### config.mk
export PLATFORM = sky130hd
export DESIGN_NAME = ddt_top
export DESIGN_NICKNAME = d
export VERILOG_FILES = /design/src/verilog/ddt_pkg.sv /design/src/verilog/ddt_channel.sv /design/src/verilog/ddt_top.sv
export SDC_FILE = /design/constraint.sdc
export NUM_CORES = 1
export LEC_CHECK = 0
export ABC_AREA = 0
export CORE_MARGIN = 8
export CORE_UTILIZATION = 35
export DETAILED_ROUTE_END_ITERATION = 7
export DONT_BUFFER_PORTS = 1
export PLACE_DENSITY = 0.56
export SETUP_SLACK_MARGIN = 0.3
export SLEW_MARGIN = 25
export SYNTH_ARGS = -nofsm -noshare
export SYNTH_HDL_FRONTEND = slang
export SYNTH_SLANG_ARGS = --single-unit
export TNS_END_PERCENT = 100
### constraint.sdc
create_clock -name pclk -period 5.5 [get_ports pclk]
set_clock_uncertainty 0.05 [all_clocks]
set_input_delay 0.275 -clock pclk [delete_from_list [all_inputs] [get_ports pclk]]
set_output_delay 0.275 -clock pclk [all_outputs]
set_load 0.05 [all_outputs]
### src/verilog/ddt_pkg.sv
// ddt_pkg: constants and carrier types for the dual down timer block
// Operation
// - timer A: 8-bit down counter, prescaled tick
// - write loads reload and count; read live
// - timer A counts only while enabled
// - clock select: external A or instruction clock
// - edge select: falling when 1, rising when 0
// - prescaler enable low, ratio 2..256, readable
// - single shot: count to zero, then stop
// - continuous: restart from reload or 0xFF
// - timer A underflow flag, irq, write-zero clear
// - timer A underflow routed to timer B
// - pwm A enable drives pin as output
// - pwm A polarity: active low when set
// - duty zero never active; 0xFF 255 clocks
// - tone A enable drives pin as output
// - tone source prescaler or underflow, divided
// - timer B mirrors timer A counter behaviour
// - chained mode: timer B clocked by A underflow
// - timer B prescaler, single shot, reload alike
// - timer B underflow flag bit 5, irq
// - pwm B mirrors pwm A
// - tone B mirrors tone A
// - chained mode keeps other functions separate
package ddt_pkg;
    // register byte addresses
    localparam logic [7:0] ADDR_A_ONE   = 8'h00;
    localparam logic [7:0] ADDR_A_TWO   = 8'h04;
    localparam logic [7:0] ADDR_A_COUNT = 8'h08;
    localparam logic [7:0] ADDR_A_DUTY  = 8'h0C;
    localparam logic [7:0] ADDR_A_TONE  = 8'h10;
    localparam logic [7:0] ADDR_A_PSV   = 8'h14;
    localparam logic [7:0] ADDR_B_ONE   = 8'h20;
    localparam logic [7:0] ADDR_B_TWO   = 8'h24;
    localparam logic [7:0] ADDR_B_COUNT = 8'h28;
    localparam logic [7:0] ADDR_B_DUTY  = 8'h2C;
    localparam logic [7:0] ADDR_B_TONE  = 8'h30;
    localparam logic [7:0] ADDR_B_PSV   = 8'h34;
    localparam logic [7:0] ADDR_FLAG    = 8'h40;
    localparam logic [7:0] ADDR_IRQ_EN  = 8'h44;
    localparam logic [7:0] ADDR_MODE    = 8'h48;
    // control one fields
    localparam int BIT_ENABLE  = 0;
    localparam int BIT_RELOAD  = 1;
    localparam int BIT_SHOT    = 2;
    localparam int BIT_PWM_POL = 6;
    localparam int BIT_PWM_OE  = 7;
    // control two fields
    localparam int RATIO_MSB   = 2;
    localparam int BIT_PS_EN_N = 3;
    localparam int BIT_EDGE    = 4;
    localparam int BIT_CLK_SEL = 5;
    // tone control fields
    localparam int BIT_TONE_SRC = 3;
    localparam int BIT_TONE_EN  = 7;
    // flag, irq enable and mode fields
    localparam int BIT_FLAG_A  = 3;
    localparam int BIT_FLAG_B  = 5;
    localparam int BIT_GIE     = 7;
    localparam int BIT_CHAIN   = 0;
    // reset and special values
    localparam logic [7:0] ONE_RST    = 8'h00;
    localparam logic [7:0] TWO_RST    = 8'h08;
    localparam logic [7:0] TONE_RST   = 8'h00;
    localparam logic [7:0] DUTY_RST   = 8'h00;
    localparam logic [7:0] IRQ_EN_RST = 8'h00;
    localparam logic [7:0] COUNT_ZERO = 8'h00;
    localparam logic [7:0] COUNT_FULL = 8'hFF;
    // per-timer configuration carried into the channel
    typedef struct packed {
        logic [7:0] one;
        logic [7:0] two;
        logic [7:0] tone;
        logic [7:0] duty;
    } ddt_cfg_type;
endpackage

### src/verilog/ddt_channel.sv
// ddt_channel: one prescaler, down counter, pwm and tone generator
`timescale 1ns/1ps
`default_nettype none
module ddt_channel
    import ddt_pkg::*;
(
    input  wire logic        pclk,
    input  wire logic        presetn,
    input  wire ddt_cfg_type cfg,
    input  wire logic        src_tick,
    input  wire logic        load,
    input  wire logic [7:0]  load_value,
    output logic      [7:0]  count,
    output logic      [7:0]  prescale_value,
    output logic             underflow,
    output logic             pwm_level,
    output logic             tone_level
);
    logic [7:0] reload;
    logic [7:0] next_reload;
    logic [7:0] next_count;
    logic [7:0] ps_cnt;
    logic [7:0] next_ps_cnt;
    logic [7:0] ps_mask;
    logic [6:0] tone_cnt;
    logic [6:0] next_tone_cnt;
    logic [6:0] tone_mask;
    logic       next_pwm;
    logic       next_tone;
    logic       ps_tick;
    logic       timer_tick;
    logic       tone_tick;

    // prescaler wraps every 2^(ratio+1) source ticks
    assign ps_mask = 8'((9'h002 << cfg.two[RATIO_MSB:0]) - 9'h001);
    assign ps_tick = src_tick && ((ps_cnt & ps_mask) == ps_mask);
    assign timer_tick = cfg.two[BIT_PS_EN_N] ? src_tick : ps_tick;
    // a load in the same cycle beats the underflow
    assign underflow = cfg.one[BIT_ENABLE] && timer_tick && !load
                       && (count == COUNT_ZERO);
    // tone toggles every 2^ratio ticks, so a full period is 2^(ratio+1)
    assign tone_mask = 7'((8'h01 << cfg.tone[RATIO_MSB:0]) - 8'h01);
    assign tone_tick = cfg.tone[BIT_TONE_SRC] ? underflow : timer_tick;
    assign prescale_value = ps_cnt;

    // next state of prescaler, counter, pwm and tone
    always_comb begin
        next_ps_cnt   = ps_cnt;
        next_reload   = reload;
        next_count    = count;
        next_tone_cnt = tone_cnt;
        next_tone     = tone_level;
        if (src_tick && !cfg.two[BIT_PS_EN_N]) begin
            next_ps_cnt = ps_cnt + 8'h01;
        end
        if (load) begin
            next_reload = load_value;
            next_count  = load_value;
        end else if (cfg.one[BIT_ENABLE] && timer_tick) begin
            if (count != COUNT_ZERO) begin
                next_count = count - 8'h01;
            end else if (cfg.one[BIT_SHOT]) begin
                next_count = COUNT_ZERO;
            end else if (cfg.one[BIT_RELOAD]) begin
                next_count = reload;
            end else begin
                next_count = COUNT_FULL;
            end
        end
        // zero in the count means frame end, never active
        next_pwm = ((count != COUNT_ZERO) && (count <= cfg.duty))
                   ^ cfg.one[BIT_PWM_POL];
        if (!cfg.tone[BIT_TONE_EN]) begin
            next_tone_cnt = 7'h00;
            next_tone     = 1'b0;
        end else if (tone_tick) begin
            next_tone_cnt = tone_cnt + 7'h01;
            if ((tone_cnt & tone_mask) == tone_mask) begin
                next_tone = !tone_level;
            end
        end
    end

    // registers only
    always_ff @(posedge pclk or negedge presetn) begin
        if (!presetn) begin
            ps_cnt     <= COUNT_ZERO;
            reload     <= COUNT_ZERO;
            count      <= COUNT_ZERO;
            tone_cnt   <= 7'h00;
            tone_level <= 1'b0;
            pwm_level  <= 1'b0;
        end else begin
            ps_cnt     <= next_ps_cnt;
            reload     <= next_reload;
            count      <= next_count;
            tone_cnt   <= next_tone_cnt;
            tone_level <= next_tone;
            pwm_level  <= next_pwm;
        end
    end
endmodule
`default_nettype wire

### src/verilog/ddt_top.sv
// ddt_top: apb registers, clock selection and pins of the two timers
//
// Chosen here: the placing of the registers and the APB register port.
`timescale 1ns/1ps
`default_nettype none
module ddt_top
    import ddt_pkg::*;
(
    input  wire logic        pclk,
    input  wire logic        presetn,
    input  wire logic        psel,
    input  wire logic        penable,
    input  wire logic        pwrite,
    input  wire logic [7:0]  paddr,
    input  wire logic [31:0] pwdata,
    output logic      [31:0] prdata,
    output logic             pready,
    output logic             pslverr,
    input  wire logic        ext_clock_in_a,
    input  wire logic        ext_clock_in_b,
    output logic             pin_pwm_a_out,
    output logic             pin_pwm_a_oe,
    output logic             pin_tone_a_out,
    output logic             pin_tone_a_oe,
    output logic             pin_pwm_b_out,
    output logic             pin_pwm_b_oe,
    output logic             pin_tone_b_out,
    output logic             pin_tone_b_oe,
    output logic             irq_request
);
    ddt_cfg_type cfg_a;
    ddt_cfg_type cfg_b;
    ddt_cfg_type next_cfg_a;
    ddt_cfg_type next_cfg_b;
    logic [7:0]  irq_en;
    logic [7:0]  next_irq_en;
    logic        flag_a;
    logic        flag_b;
    logic        next_flag_a;
    logic        next_flag_b;
    logic        chain;
    logic        next_chain;
    logic        next_irq;
    logic [31:0] next_prdata;
    logic        mapped;
    logic        wr;
    logic        setup;
    logic        load_a;
    logic        load_b;
    logic [7:0]  count_a;
    logic [7:0]  count_b;
    logic [7:0]  psv_a;
    logic [7:0]  psv_b;
    logic        under_a;
    logic        under_b;
    logic        pwm_level_a;
    logic        pwm_level_b;
    logic        tone_level_a;
    logic        tone_level_b;
    logic        src_a;
    logic        src_b;
    logic        sel_b;
    logic [2:0]  sync_a;
    logic [2:0]  sync_b;
    logic        rise_a;
    logic        fall_a;
    logic        rise_b;
    logic        fall_b;
    logic        next_pwm_a_out;
    logic        next_tone_a_out;
    logic        next_pwm_b_out;
    logic        next_tone_b_out;

    // zero wait state slave: every access ends in its first access cycle
    assign pready = 1'b1;
    assign setup  = psel && !penable;
    assign wr     = psel && penable && pwrite;
    assign load_a = wr && (paddr == ADDR_A_COUNT);
    assign load_b = wr && (paddr == ADDR_B_COUNT);

    // external clocks: two stages, then a third only for edge detect
    always_ff @(posedge pclk or negedge presetn) begin
        if (!presetn) begin
            sync_a <= 3'h0;
            sync_b <= 3'h0;
        end else begin
            sync_a <= {sync_a[1:0], ext_clock_in_a};
            sync_b <= {sync_b[1:0], ext_clock_in_b};
        end
    end

    // edges seen only from the second stage onwards
    assign rise_a = sync_a[1] && !sync_a[2];
    assign fall_a = !sync_a[1] && sync_a[2];
    assign rise_b = sync_b[1] && !sync_b[2];
    assign fall_b = !sync_b[1] && sync_b[2];

    // source tick: instruction clock is every pclk, else the chosen edge
    always_comb begin
        if (cfg_a.two[BIT_CLK_SEL]) begin
            src_a = cfg_a.two[BIT_EDGE] ? fall_a : rise_a;
        end else begin
            src_a = 1'b1;
        end
        if (cfg_b.two[BIT_CLK_SEL]) begin
            sel_b = cfg_b.two[BIT_EDGE] ? fall_b : rise_b;
        end else begin
            sel_b = 1'b1;
        end
        // chaining swaps only the source; prescaler still applies
        src_b = chain ? under_a : sel_b;
    end

    // timer A channel
    ddt_channel u_chan_a (
        .pclk           (pclk),
        .presetn        (presetn),
        .cfg            (cfg_a),
        .src_tick       (src_a),
        .load           (load_a),
        .load_value     (pwdata[7:0]),
        .count          (count_a),
        .prescale_value (psv_a),
        .underflow      (under_a),
        .pwm_level      (pwm_level_a),
        .tone_level     (tone_level_a)
    );

    // timer B channel, same logic as A
    ddt_channel u_chan_b (
        .pclk           (pclk),
        .presetn        (presetn),
        .cfg            (cfg_b),
        .src_tick       (src_b),
        .load           (load_b),
        .load_value     (pwdata[7:0]),
        .count          (count_b),
        .prescale_value (psv_b),
        .underflow      (under_b),
        .pwm_level      (pwm_level_b),
        .tone_level     (tone_level_b)
    );

    // read mux, sampled in the setup cycle so prdata is a flop
    always_comb begin
        next_prdata = prdata;
        mapped      = 1'b1;
        case (paddr)
            ADDR_A_ONE:   next_prdata = {24'h00_0000, cfg_a.one};
            ADDR_A_TWO:   next_prdata = {24'h00_0000, cfg_a.two};
            ADDR_A_COUNT: next_prdata = {24'h00_0000, count_a};
            ADDR_A_DUTY:  next_prdata = {24'h00_0000, cfg_a.duty};
            ADDR_A_TONE:  next_prdata = {24'h00_0000, cfg_a.tone};
            ADDR_A_PSV:   next_prdata = {24'h00_0000, psv_a};
            ADDR_B_ONE:   next_prdata = {24'h00_0000, cfg_b.one};
            ADDR_B_TWO:   next_prdata = {24'h00_0000, cfg_b.two};
            ADDR_B_COUNT: next_prdata = {24'h00_0000, count_b};
            ADDR_B_DUTY:  next_prdata = {24'h00_0000, cfg_b.duty};
            ADDR_B_TONE:  next_prdata = {24'h00_0000, cfg_b.tone};
            ADDR_B_PSV:   next_prdata = {24'h00_0000, psv_b};
            ADDR_FLAG: begin
                next_prdata             = 32'h0000_0000;
                next_prdata[BIT_FLAG_A] = flag_a;
                next_prdata[BIT_FLAG_B] = flag_b;
            end
            ADDR_IRQ_EN:  next_prdata = {24'h00_0000, irq_en};
            ADDR_MODE:    next_prdata = {31'h0000_0000, chain};
            default: begin
                next_prdata = 32'h0000_0000;
                mapped      = 1'b0;
            end
        endcase
        if (!setup || pwrite) begin
            next_prdata = prdata;
        end
    end

    // unmapped addresses answer with an error, writes there are dropped
    assign pslverr = psel && penable && !mapped;

    always_ff @(posedge pclk or negedge presetn) begin
        if (!presetn) begin
            prdata <= 32'h0000_0000;
        end else begin
            prdata <= next_prdata;
        end
    end

    // register writes plus hardware updates of enables and flags
    always_comb begin
        next_cfg_a  = cfg_a;
        next_cfg_b  = cfg_b;
        next_irq_en = irq_en;
        next_chain  = chain;
        next_flag_a = flag_a;
        next_flag_b = flag_b;
        // single shot drops its own enable after the underflow
        if (under_a && cfg_a.one[BIT_SHOT]) begin
            next_cfg_a.one[BIT_ENABLE] = 1'b0;
        end
        if (under_b && cfg_b.one[BIT_SHOT]) begin
            next_cfg_b.one[BIT_ENABLE] = 1'b0;
        end
        if (wr) begin
            case (paddr)
                ADDR_A_ONE:  next_cfg_a.one  = pwdata[7:0];
                ADDR_A_TWO:  next_cfg_a.two  = pwdata[7:0];
                ADDR_A_DUTY: next_cfg_a.duty = pwdata[7:0];
                ADDR_A_TONE: next_cfg_a.tone = pwdata[7:0];
                ADDR_B_ONE:  next_cfg_b.one  = pwdata[7:0];
                ADDR_B_TWO:  next_cfg_b.two  = pwdata[7:0];
                ADDR_B_DUTY: next_cfg_b.duty = pwdata[7:0];
                ADDR_B_TONE: next_cfg_b.tone = pwdata[7:0];
                ADDR_IRQ_EN: next_irq_en     = pwdata[7:0];
                ADDR_MODE:   next_chain      = pwdata[BIT_CHAIN];
                ADDR_FLAG: begin
                    // writing zero clears, writing one keeps
                    if (!pwdata[BIT_FLAG_A]) begin
                        next_flag_a = 1'b0;
                    end
                    if (!pwdata[BIT_FLAG_B]) begin
                        next_flag_b = 1'b0;
                    end
                end
                default: begin
                    next_chain = chain;
                end
            endcase
        end
        // a new underflow wins over a clear in the same cycle
        if (under_a) begin
            next_flag_a = 1'b1;
        end
        if (under_b) begin
            next_flag_b = 1'b1;
        end
        next_irq = irq_en[BIT_GIE]
                   && ((flag_a && irq_en[BIT_FLAG_A])
                   || (flag_b && irq_en[BIT_FLAG_B]));
    end

    // pin drive: enable forces output, disabled pin goes back to gpio
    always_comb begin
        next_pwm_a_out  = cfg_a.one[BIT_PWM_OE] && pwm_level_a;
        next_pwm_b_out  = cfg_b.one[BIT_PWM_OE] && pwm_level_b;
        next_tone_a_out = cfg_a.tone[BIT_TONE_EN] && tone_level_a;
        next_tone_b_out = cfg_b.tone[BIT_TONE_EN] && tone_level_b;
    end

    always_ff @(posedge pclk or negedge presetn) begin
        if (!presetn) begin
            cfg_a          <= '{ONE_RST, TWO_RST, TONE_RST, DUTY_RST};
            cfg_b          <= '{ONE_RST, TWO_RST, TONE_RST, DUTY_RST};
            irq_en         <= IRQ_EN_RST;
            chain          <= 1'b0;
            flag_a         <= 1'b0;
            flag_b         <= 1'b0;
            irq_request    <= 1'b0;
            pin_pwm_a_out  <= 1'b0;
            pin_pwm_b_out  <= 1'b0;
            pin_tone_a_out <= 1'b0;
            pin_tone_b_out <= 1'b0;
            pin_pwm_a_oe   <= 1'b0;
            pin_pwm_b_oe   <= 1'b0;
            pin_tone_a_oe  <= 1'b0;
            pin_tone_b_oe  <= 1'b0;
        end else begin
            cfg_a          <= next_cfg_a;
            cfg_b          <= next_cfg_b;
            irq_en         <= next_irq_en;
            chain          <= next_chain;
            flag_a         <= next_flag_a;
            flag_b         <= next_flag_b;
            irq_request    <= next_irq;
            pin_pwm_a_out  <= next_pwm_a_out;
            pin_pwm_b_out  <= next_pwm_b_out;
            pin_tone_a_out <= next_tone_a_out;
            pin_tone_b_out <= next_tone_b_out;
            pin_pwm_a_oe   <= cfg_a.one[BIT_PWM_OE];
            pin_pwm_b_oe   <= cfg_b.one[BIT_PWM_OE];
            pin_tone_a_oe  <= cfg_a.tone[BIT_TONE_EN];
            pin_tone_b_oe  <= cfg_b.tone[BIT_TONE_EN];
        end
    end

    // underflow always leaves the flag set one cycle later
    property p_flag_a_set;
        @(posedge pclk) disable iff (!presetn)
        under_a |=> flag_a;
    endproperty
    a_flag_a_set: assert property (p_flag_a_set)
        else $error("timer A underflow did not set its flag");

    // a pending enabled flag raises the request next cycle
    property p_irq_b;
        @(posedge pclk) disable iff (!presetn)
        (flag_b && irq_en[BIT_FLAG_B] && irq_en[BIT_GIE]) |=> irq_request;
    endproperty
    a_irq_b: assert property (p_irq_b)
        else $error("timer B flag with enables gave no request");

    // a count write shows up as the live count
    property p_load_a;
        @(posedge pclk) disable iff (!presetn)
        load_a |=> (count_a == $past(pwdata[7:0]));
    endproperty
    a_load_a: assert property (p_load_a)
        else $error("timer A count write not loaded");

    // a disabled timer holds its count for two cycles
    property p_hold_a;
        @(posedge pclk) disable iff (!presetn)
        (!cfg_a.one[BIT_ENABLE] && !load_a)[*2] |=> $stable(count_a);
    endproperty
    a_hold_a: assert property (p_hold_a)
        else $error("disabled timer A changed count");

    // single shot stops the timer after its underflow
    property p_shot_a;
        @(posedge pclk) disable iff (!presetn)
        (under_a && cfg_a.one[BIT_SHOT] && !wr)
        |=> !cfg_a.one[BIT_ENABLE] ##1 (count_a == COUNT_ZERO);
    endproperty
    a_shot_a: assert property (p_shot_a)
        else $error("single shot timer A kept running");

    // free running without reload restarts at all ones
    property p_full_b;
        @(posedge pclk) disable iff (!presetn)
        (under_b && !cfg_b.one[BIT_SHOT] && !cfg_b.one[BIT_RELOAD])
        |=> (count_b == COUNT_FULL);
    endproperty
    a_full_b: assert property (p_full_b)
        else $error("timer B did not restart from all ones");

    // duty zero keeps the pwm level at its inactive polarity
    property p_pwm_zero_a;
        @(posedge pclk) disable iff (!presetn)
        (cfg_a.duty == DUTY_RST)
        |=> (pwm_level_a == $past(cfg_a.one[BIT_PWM_POL]));
    endproperty
    a_pwm_zero_a: assert property (p_pwm_zero_a)
        else $error("pwm A active with zero duty");

    // chained timer B with its prescaler off steps once per timer A underflow
    property p_chain;
        @(posedge pclk) disable iff (!presetn)
        (chain && under_a && cfg_b.one[BIT_ENABLE]
         && cfg_b.two[BIT_PS_EN_N] && !load_b && (count_b != COUNT_ZERO))
        |=> (count_b == $past(count_b) - 8'h01);
    endproperty
    a_chain: assert property (p_chain)
        else $error("chained timer B missed the underflow of A");

    // disabled tone releases its pin within two cycles
    property p_tone_off_b;
        @(posedge pclk) disable iff (!presetn)
        !cfg_b.tone[BIT_TONE_EN] |-> ##[1:2] (!pin_tone_b_oe && !pin_tone_b_out);
    endproperty
    a_tone_off_b: assert property (p_tone_off_b)
        else $error("tone B pin still driven while disabled");
endmodule
`default_nettype wire

==> results by group, run 1 <==
Run
  • Max_cap viols: 0

STA
  • Worst Tran Pin Value: slightly above 1000 ps
  • RSZ-0062 raised after global routing: no
  • Period utilization: roughly 57%
  • Fin. Hold Viols: 0
  • Min cycle time layout: ~3100 ps
  • Final setup fails: 0
  • Relative slew slack: 30.4%
  • Fmax: 0.320 GHz
  • Fin. max-slew vios: 0
  • Setup TNS: 0 ps
  • Worst hold slack: 33.7 ps

GRT
  • Initial antenna violation count: 3
  • Vias in the first global route: 6,653
  • Total gr overflow: 0
  • First-pass GRT wire length: between 30,000 and 40,000 um
  • Largest net degree at the start of global routing: ~170
  • GRT Util Overall: 16.3%

Layout
  • Share of cells above drive strength 1: 13.2%
  • Register Area: 4110 um2
  • Final Net Count: 993
  • Footprint of the multi-input gates: around 4500 um2
  • Layout fillers: 2,526
  • Syn-to-layout area delta: 9.74%
  • Commonest non-fill, non-tap cell in the layout: dfrtp_1
  • Most frequent cells in the layout: 162 x dfrtp_1, 95 x nand2_1, 75 x o21ai_0
  • Non-filler instance count after layout: ~1,300

Routing
  • Drt initial violations: 579
  • Remaining routing DRC violations: 0
  • Metal3 WL: 2070 um
  • Final wirelength: 25,100 um
  • Via count: between 6,000 and 7,000
  • WL per Instance: around 20 um
  • DRT met1 WL: roughly 11,000 um
  • Antenna viol nets, final: 0
  • Routed met2 length: between 10,000 and 15,000 um
  • Vias per std cell: 5.48
  • Top sig layer: met4
  • DR pass1 iterations: 6

Status
  • Status: finished clean

Synthesis
  • Synthesized instance count: roughly 930
  • Most common flop cell mapped by yosys: dfrtp_1
  • Register area share after synthesis: 45.5%
  • Syn avg cell area: between 9 and 10 um2
  • Yosys reg bits: 164
  • EDFF count, synth: 0
  • Ys Warns: 0
  • Mapped cell area: 9020 um2
  • Yosys cell types: 72
  • FFs w/ async S/R, synth: 100%

Clock tree
  • Max Root-Sink Buffers: 2
  • Setup bufs post-CTS: 0
  • CTS root buf: clkbuf_16
  • TritonCTS clock tree: built
  • Clock Latency Late Sink: 430 ps
  • CTS clk-pin slew, worst paths: 70 ps
  • Post-cts resize count: 0
  • CTS H-tree depth: 4
  • Clk sink count: 164
  • CTS Buf Count: 17

Placement
  • RD Place Congestion: 0.931
  • Port bufs: 0
  • Placed cell count: 1,220
  • Hpwl dp: 17,200 um

Floorplanning
  • Die H: 177 um
  • I/O pin count: 90
  • DIE WIDTH: 177 um
  • Core area: 25,300 um2
  • Die ar.: 31,200 um2
  • FP Rows: 58
  • Initial Util: 35.7%

Min path
  • HP Class: input pin to flip-flop

Setup path
  • Slowest stage delay, CP: 720 ps
  • CP endpoint kind: flip-flop
  • Startpoint types: flip-flop
  • Worst Path Required: 5810 ps
  • Critical Path, Cell by Cell: and3_2 > a21boi_2 > o41ai_4 > a41oi_4 > or3b_1 > o21bai_1 > a31oi_1
  • Kind of critical path: flip-flop to flip-flop
  • Slowest cell on crit path: o41ai_4
  • Crit path DAT: 3430 ps
  • Worst-path fanout max: 10

Power
  • Static Leak: approximately 4.4 nW
  • PD cells: 288 nW/um2
  • Maximum vdd drop: 0.154 mV
  • Post-layout power: 0.00285 W
==> layout make-up <==
type,count,area share [%]
Clock buffer,18,4.34
Clock inverter,13,1.13
Sequential cell,164,41.5
Tap cell,330,4.17
Inverter,44,1.67
Antenna cell,2,0.0506
Multi-Input combinational cell,676,45.3
Timing Repair Buffer,18,1.85
==> worst max-delay path, delay by kind of cell, from the launching register on <==
kind	cells	cell delay [ps]
compound gates	5	1590
simple gates	2	950
flops	1	450
==> synth_stat cells (all sizes together) (3+ instances only) <==
master    n  share of area, %
a21boi    6              0.54
a21o      5              0.42
a21oi    53               2.9
a22oi    17               1.4
a31oi    12              0.83
a32oi     5              0.49
and2     15               1.0
and3     11              0.78
buf      32               2.5
clkbuf   39               1.6
dfrtp   162                45
ha       25               3.5
inv      44               1.8
mux2     65               8.1
mux2i    27               3.0
nand2    95               4.0
nand2b    9              0.62
nand3    22               1.2
nand3b    3              0.25
nand4    11              0.76
nor2     67               2.8
nor2b     6              0.42
nor3     24               1.6
nor3b     5              0.47
nor4      3              0.21
nor4b     4              0.46
o211ai    5              0.47
o21ai    75               4.2
o22ai     7              0.49
o31ai     4              0.33
or3       5              0.35
xnor2    23               2.2
xor2     11               1.1
==> routing by layer <==
metal  global-route usage, %  vias to the layer above
li1                        -                     3226
met1                    22.8                     3434
met2                    24.3                      237
met3                    4.57                       34
met4                    4.34                        0
met5                       0                        -
==> final timing paths <==
path	cells past startpoint	endpoint	start	slack, ps
max	7	u_chan_b.count[0]	u_chan_a.prescale_value[2]	2380
min	2	u_chan_b.count[0]	pwdata[0]	30
max reg2reg	7	u_chan_b.count[0]	u_chan_a.prescale_value[2]	2380
min reg2reg	0	sync_b[1]	sync_b[0]	310
max in group asynchronous	2	cfg_a[17]	presetn	4210
min in group asynchronous	2	pin_tone_a_out	presetn	450
==> per-stage QoR <==
stage               instance area [um2]  setup WS [ps]  util, %
floorplan                          9100           3050        -
global placement                   9210           2420     36.5
detailed placement                 9210           2340     36.5
CTS                                9880           2420     39.1
global route                       9890           2200     39.2
finish                             9890           2380     39.2
==> report_power, final <==
| part | total, W | switching [W] | internal [W] |
|---|---|---|---|
| clock network | 0.00113 | 0.000512 | 0.000618 |
| logic | 0.000318 | 0.000195 | 0.000124 |
| registers | 0.00140 | 0.000131 | 0.00127 |
| total | 0.00285 | 0.000838 | 0.00201 |
==> state kept, by name, indices dropped and copies added, names as in the netlist, 3 cells and up <==
register	flops
u_chan_b.count	8
u_chan_a.tone_cnt	7
u_chan_a.count	8
irq_en	8
prdata	8
u_chan_b.prescale_value	8
cfg_a	32
u_chan_a.prescale_value	8
u_chan_a.reload	8
sync_b	3
cfg_b	32
sync_a	3
u_chan_b.reload	8
u_chan_b.tone_cnt	7
==> cells by family after synthesis <==
kind of cell             count (synthesis)  share of synthesized area, %
multiplexers                            93                          11.4
XOR/XNOR                                34                          3.30
AO/OA/AOI/OAI                          209                          14.4
buffers and inverters                  115                          5.95
other                                    2                        0.0833
AND/OR/NAND/NOR                        290                          15.9
flip-flops                             164                          45.5
adder cells (fa/ha/maj)                 25                          3.47
==> timing repair <==
item | 4_1_cts | 5_1_grt
hold endpoints to repair | 272 | 0
hold buffers | 12 | 0
endpoints found under the setup margin | 0 | 0
Power figures use the tool's default switching activity.
==> run 2, diff against run 1 <==
- clock period: 5.5 -> 3.1 ns (I/O delays scaled with it)
==> results by group, run 2 (synthesized netlist as in run 1, its figures left out) <==
GRT
  • Total gr overflow: 0
  • Vias in the first global route: 6,567
  • GRT Util Overall: 16.4%
  • First-pass GRT wire length: 39,600 um
  • Initial antenna violation count: 2
  • Largest net degree at the start of global routing: 165

Setup path
  • Buf+Inv Stages, Crit Path: 0
  • Crit-path leading delay family: compound AO/OA/AOI/OAI gates
  • Worst-case reg-to-reg path depth: 7
  • Slowest cell on crit path: or3b_4
  • Critical Path, Cell by Cell: and3_2 > a21boi_2 > o41ai_4 > a41oi_4 > or3b_4 > o21bai_1 > a31oi_1
  • Startpoint types: flip-flop
  • CP endpoint kind: flip-flop
  • Worst Path Required: 3410 ps
  • Crit path DAT: ~3000 ps
  • Slowest stage delay, CP: around 570 ps
  • Kind of critical path: flip-flop to flip-flop
  • Worst-path fanout max: 10
  • WP depth: 7

Clock tree
  • CTS root buf: clkbuf_16
  • CTS H-tree depth: 4
  • CTS Buf Count: 17
  • Hold-fix buffer count after cts: 13
  • CTS clk-pin slew, worst paths: 70 ps
  • Max Root-Sink Buffers: 2
  • Clock Latency Late Sink: 440 ps
  • Clk sink count: 164
  • TritonCTS clock tree: built

Min path
  • HP Class: input pin to async pin

Placement
  • Hpwl dp: 17,700 um
  • RD Place Congestion: 0.917
  • Port bufs: 0
  • Post-place setup slack: approximately 310 ps

Run
  • Max_cap viols: 0

Routing
  • Antenna viol nets, final: 0
  • Vias per std cell: 5.37
  • Via count: 6,904
  • DR pass1 iterations: 7
  • Remaining routing DRC violations: 0
  • Drt initial violations: 493
  • WL per Instance: 19.7 um
  • Final wirelength: 25,400 um

Floorplanning
  • Core area: 25,300 um2
  • I/O pin count: 90
  • DIE WIDTH: 177 um
  • Die H: 177 um
  • FP Rows: 58
  • Die ar.: roughly 31,000 um2
  • Initial Util: 35.7%

STA
  • Fmax: 0.375 GHz
  • Setup TNS: 0 ps
  • RSZ-0062 raised after global routing: no
  • Min cycle time layout: 2670 ps
  • Setup WS post-layout: 430 ps
  • Worst Tran Pin Value: 934 ps
  • Period utilization: 86.1%
  • Fin. Hold Viols: about 160
  • Fin. max-slew vios: 0
  • Final setup fails: 0
  • Worst hold slack: -632 ps
  • Relative slew slack: between 30% and 40%

Layout
  • Layout fillers: 2,545
  • Most frequent cells in the layout: 162 x dfrtp_1, 95 x nand2_1, 75 x o21ai_0
  • Commonest non-fill, non-tap cell in the layout: dfrtp_1
  • Syn-to-layout area delta: 11.9%
  • Share of cells above drive strength 1: 14.8%
  • Final Net Count: 1,012
  • Largest registers: cfg_a x32, cfg_b x32

Power
  • Static Leak: between 4 and 5 nW
  • PD cells: 515 nW/um2
  • Maximum vdd drop: between 0.3 and 0.4 mV

Status
  • Failing checks: hold timing
  • Status: complete, but fails checks
==> run 2: stage by stage <==
stage / cells / instance area, um2 / power (W) / util [%]
global placement: 1238 / 9340 / 0.00301 / 37.0
floorplan: 955 / 9100 / 0.00292 / -
finish: 1285 / 10100 / 0.00520 / 39.9
detailed placement: 1238 / 9340 / 0.00302 / 37.0
CTS: 1283 / 10100 / 0.00524 / 39.9
global route: 1285 / 10100 / 0.00540 / 39.9
==> run 2: final timing paths <==
| kind | start | to | slack (ps) |
|---|---|---|---|
| max | u_chan_a.prescale_value[2] | u_chan_b.count[0] | 430 |
| min reg2reg | sync_a[0] | sync_a[1] | 300 |
| max reg2reg | u_chan_a.prescale_value[2] | u_chan_b.count[0] | 430 |
| min | presetn | pin_tone_a_oe | -630 |
| max in group asynchronous | presetn | cfg_b[19] | 3390 |
| min in group pclk | paddr[7] | prdata[5] | 50 |
==> run 2: area by class of cell <==
type                       count  area (um2)  area share, %
antenna                        2        5.00         0.0496
clock buffer                  22         474           4.70
clock inverter                10         121           1.20
inverter                      44         165           1.64
multi-input combinational    676        4490           44.5
sequential                   164        4110           40.7
tap                          330         413           4.09
timing repair buffer          37         310           3.08
==> run 2: routing by layer <==
layer	global-route usage [%]	share of wire [%]	vias up
li1	-	-	3273
met1	22.3	46	3385
met2	24.5	45	216
met3	5.53	8.0	30
met4	4.13	1.6	0
met5	0	0	-
==> run 2: report_power, final <==
part	switching, W	leakage, nW	internal, W
registers	0.000230	2.04	0.00226
logic	0.000317	2.18	0.000227
clock network	0.000909	0.279	0.00126
==> run 2: what timing repair did <==
item,4_1_cts,5_1_grt
hold endpoints to repair,281,164
setup endpoints to repair,1,2
setup buffers,0,0
resized for setup,1,2
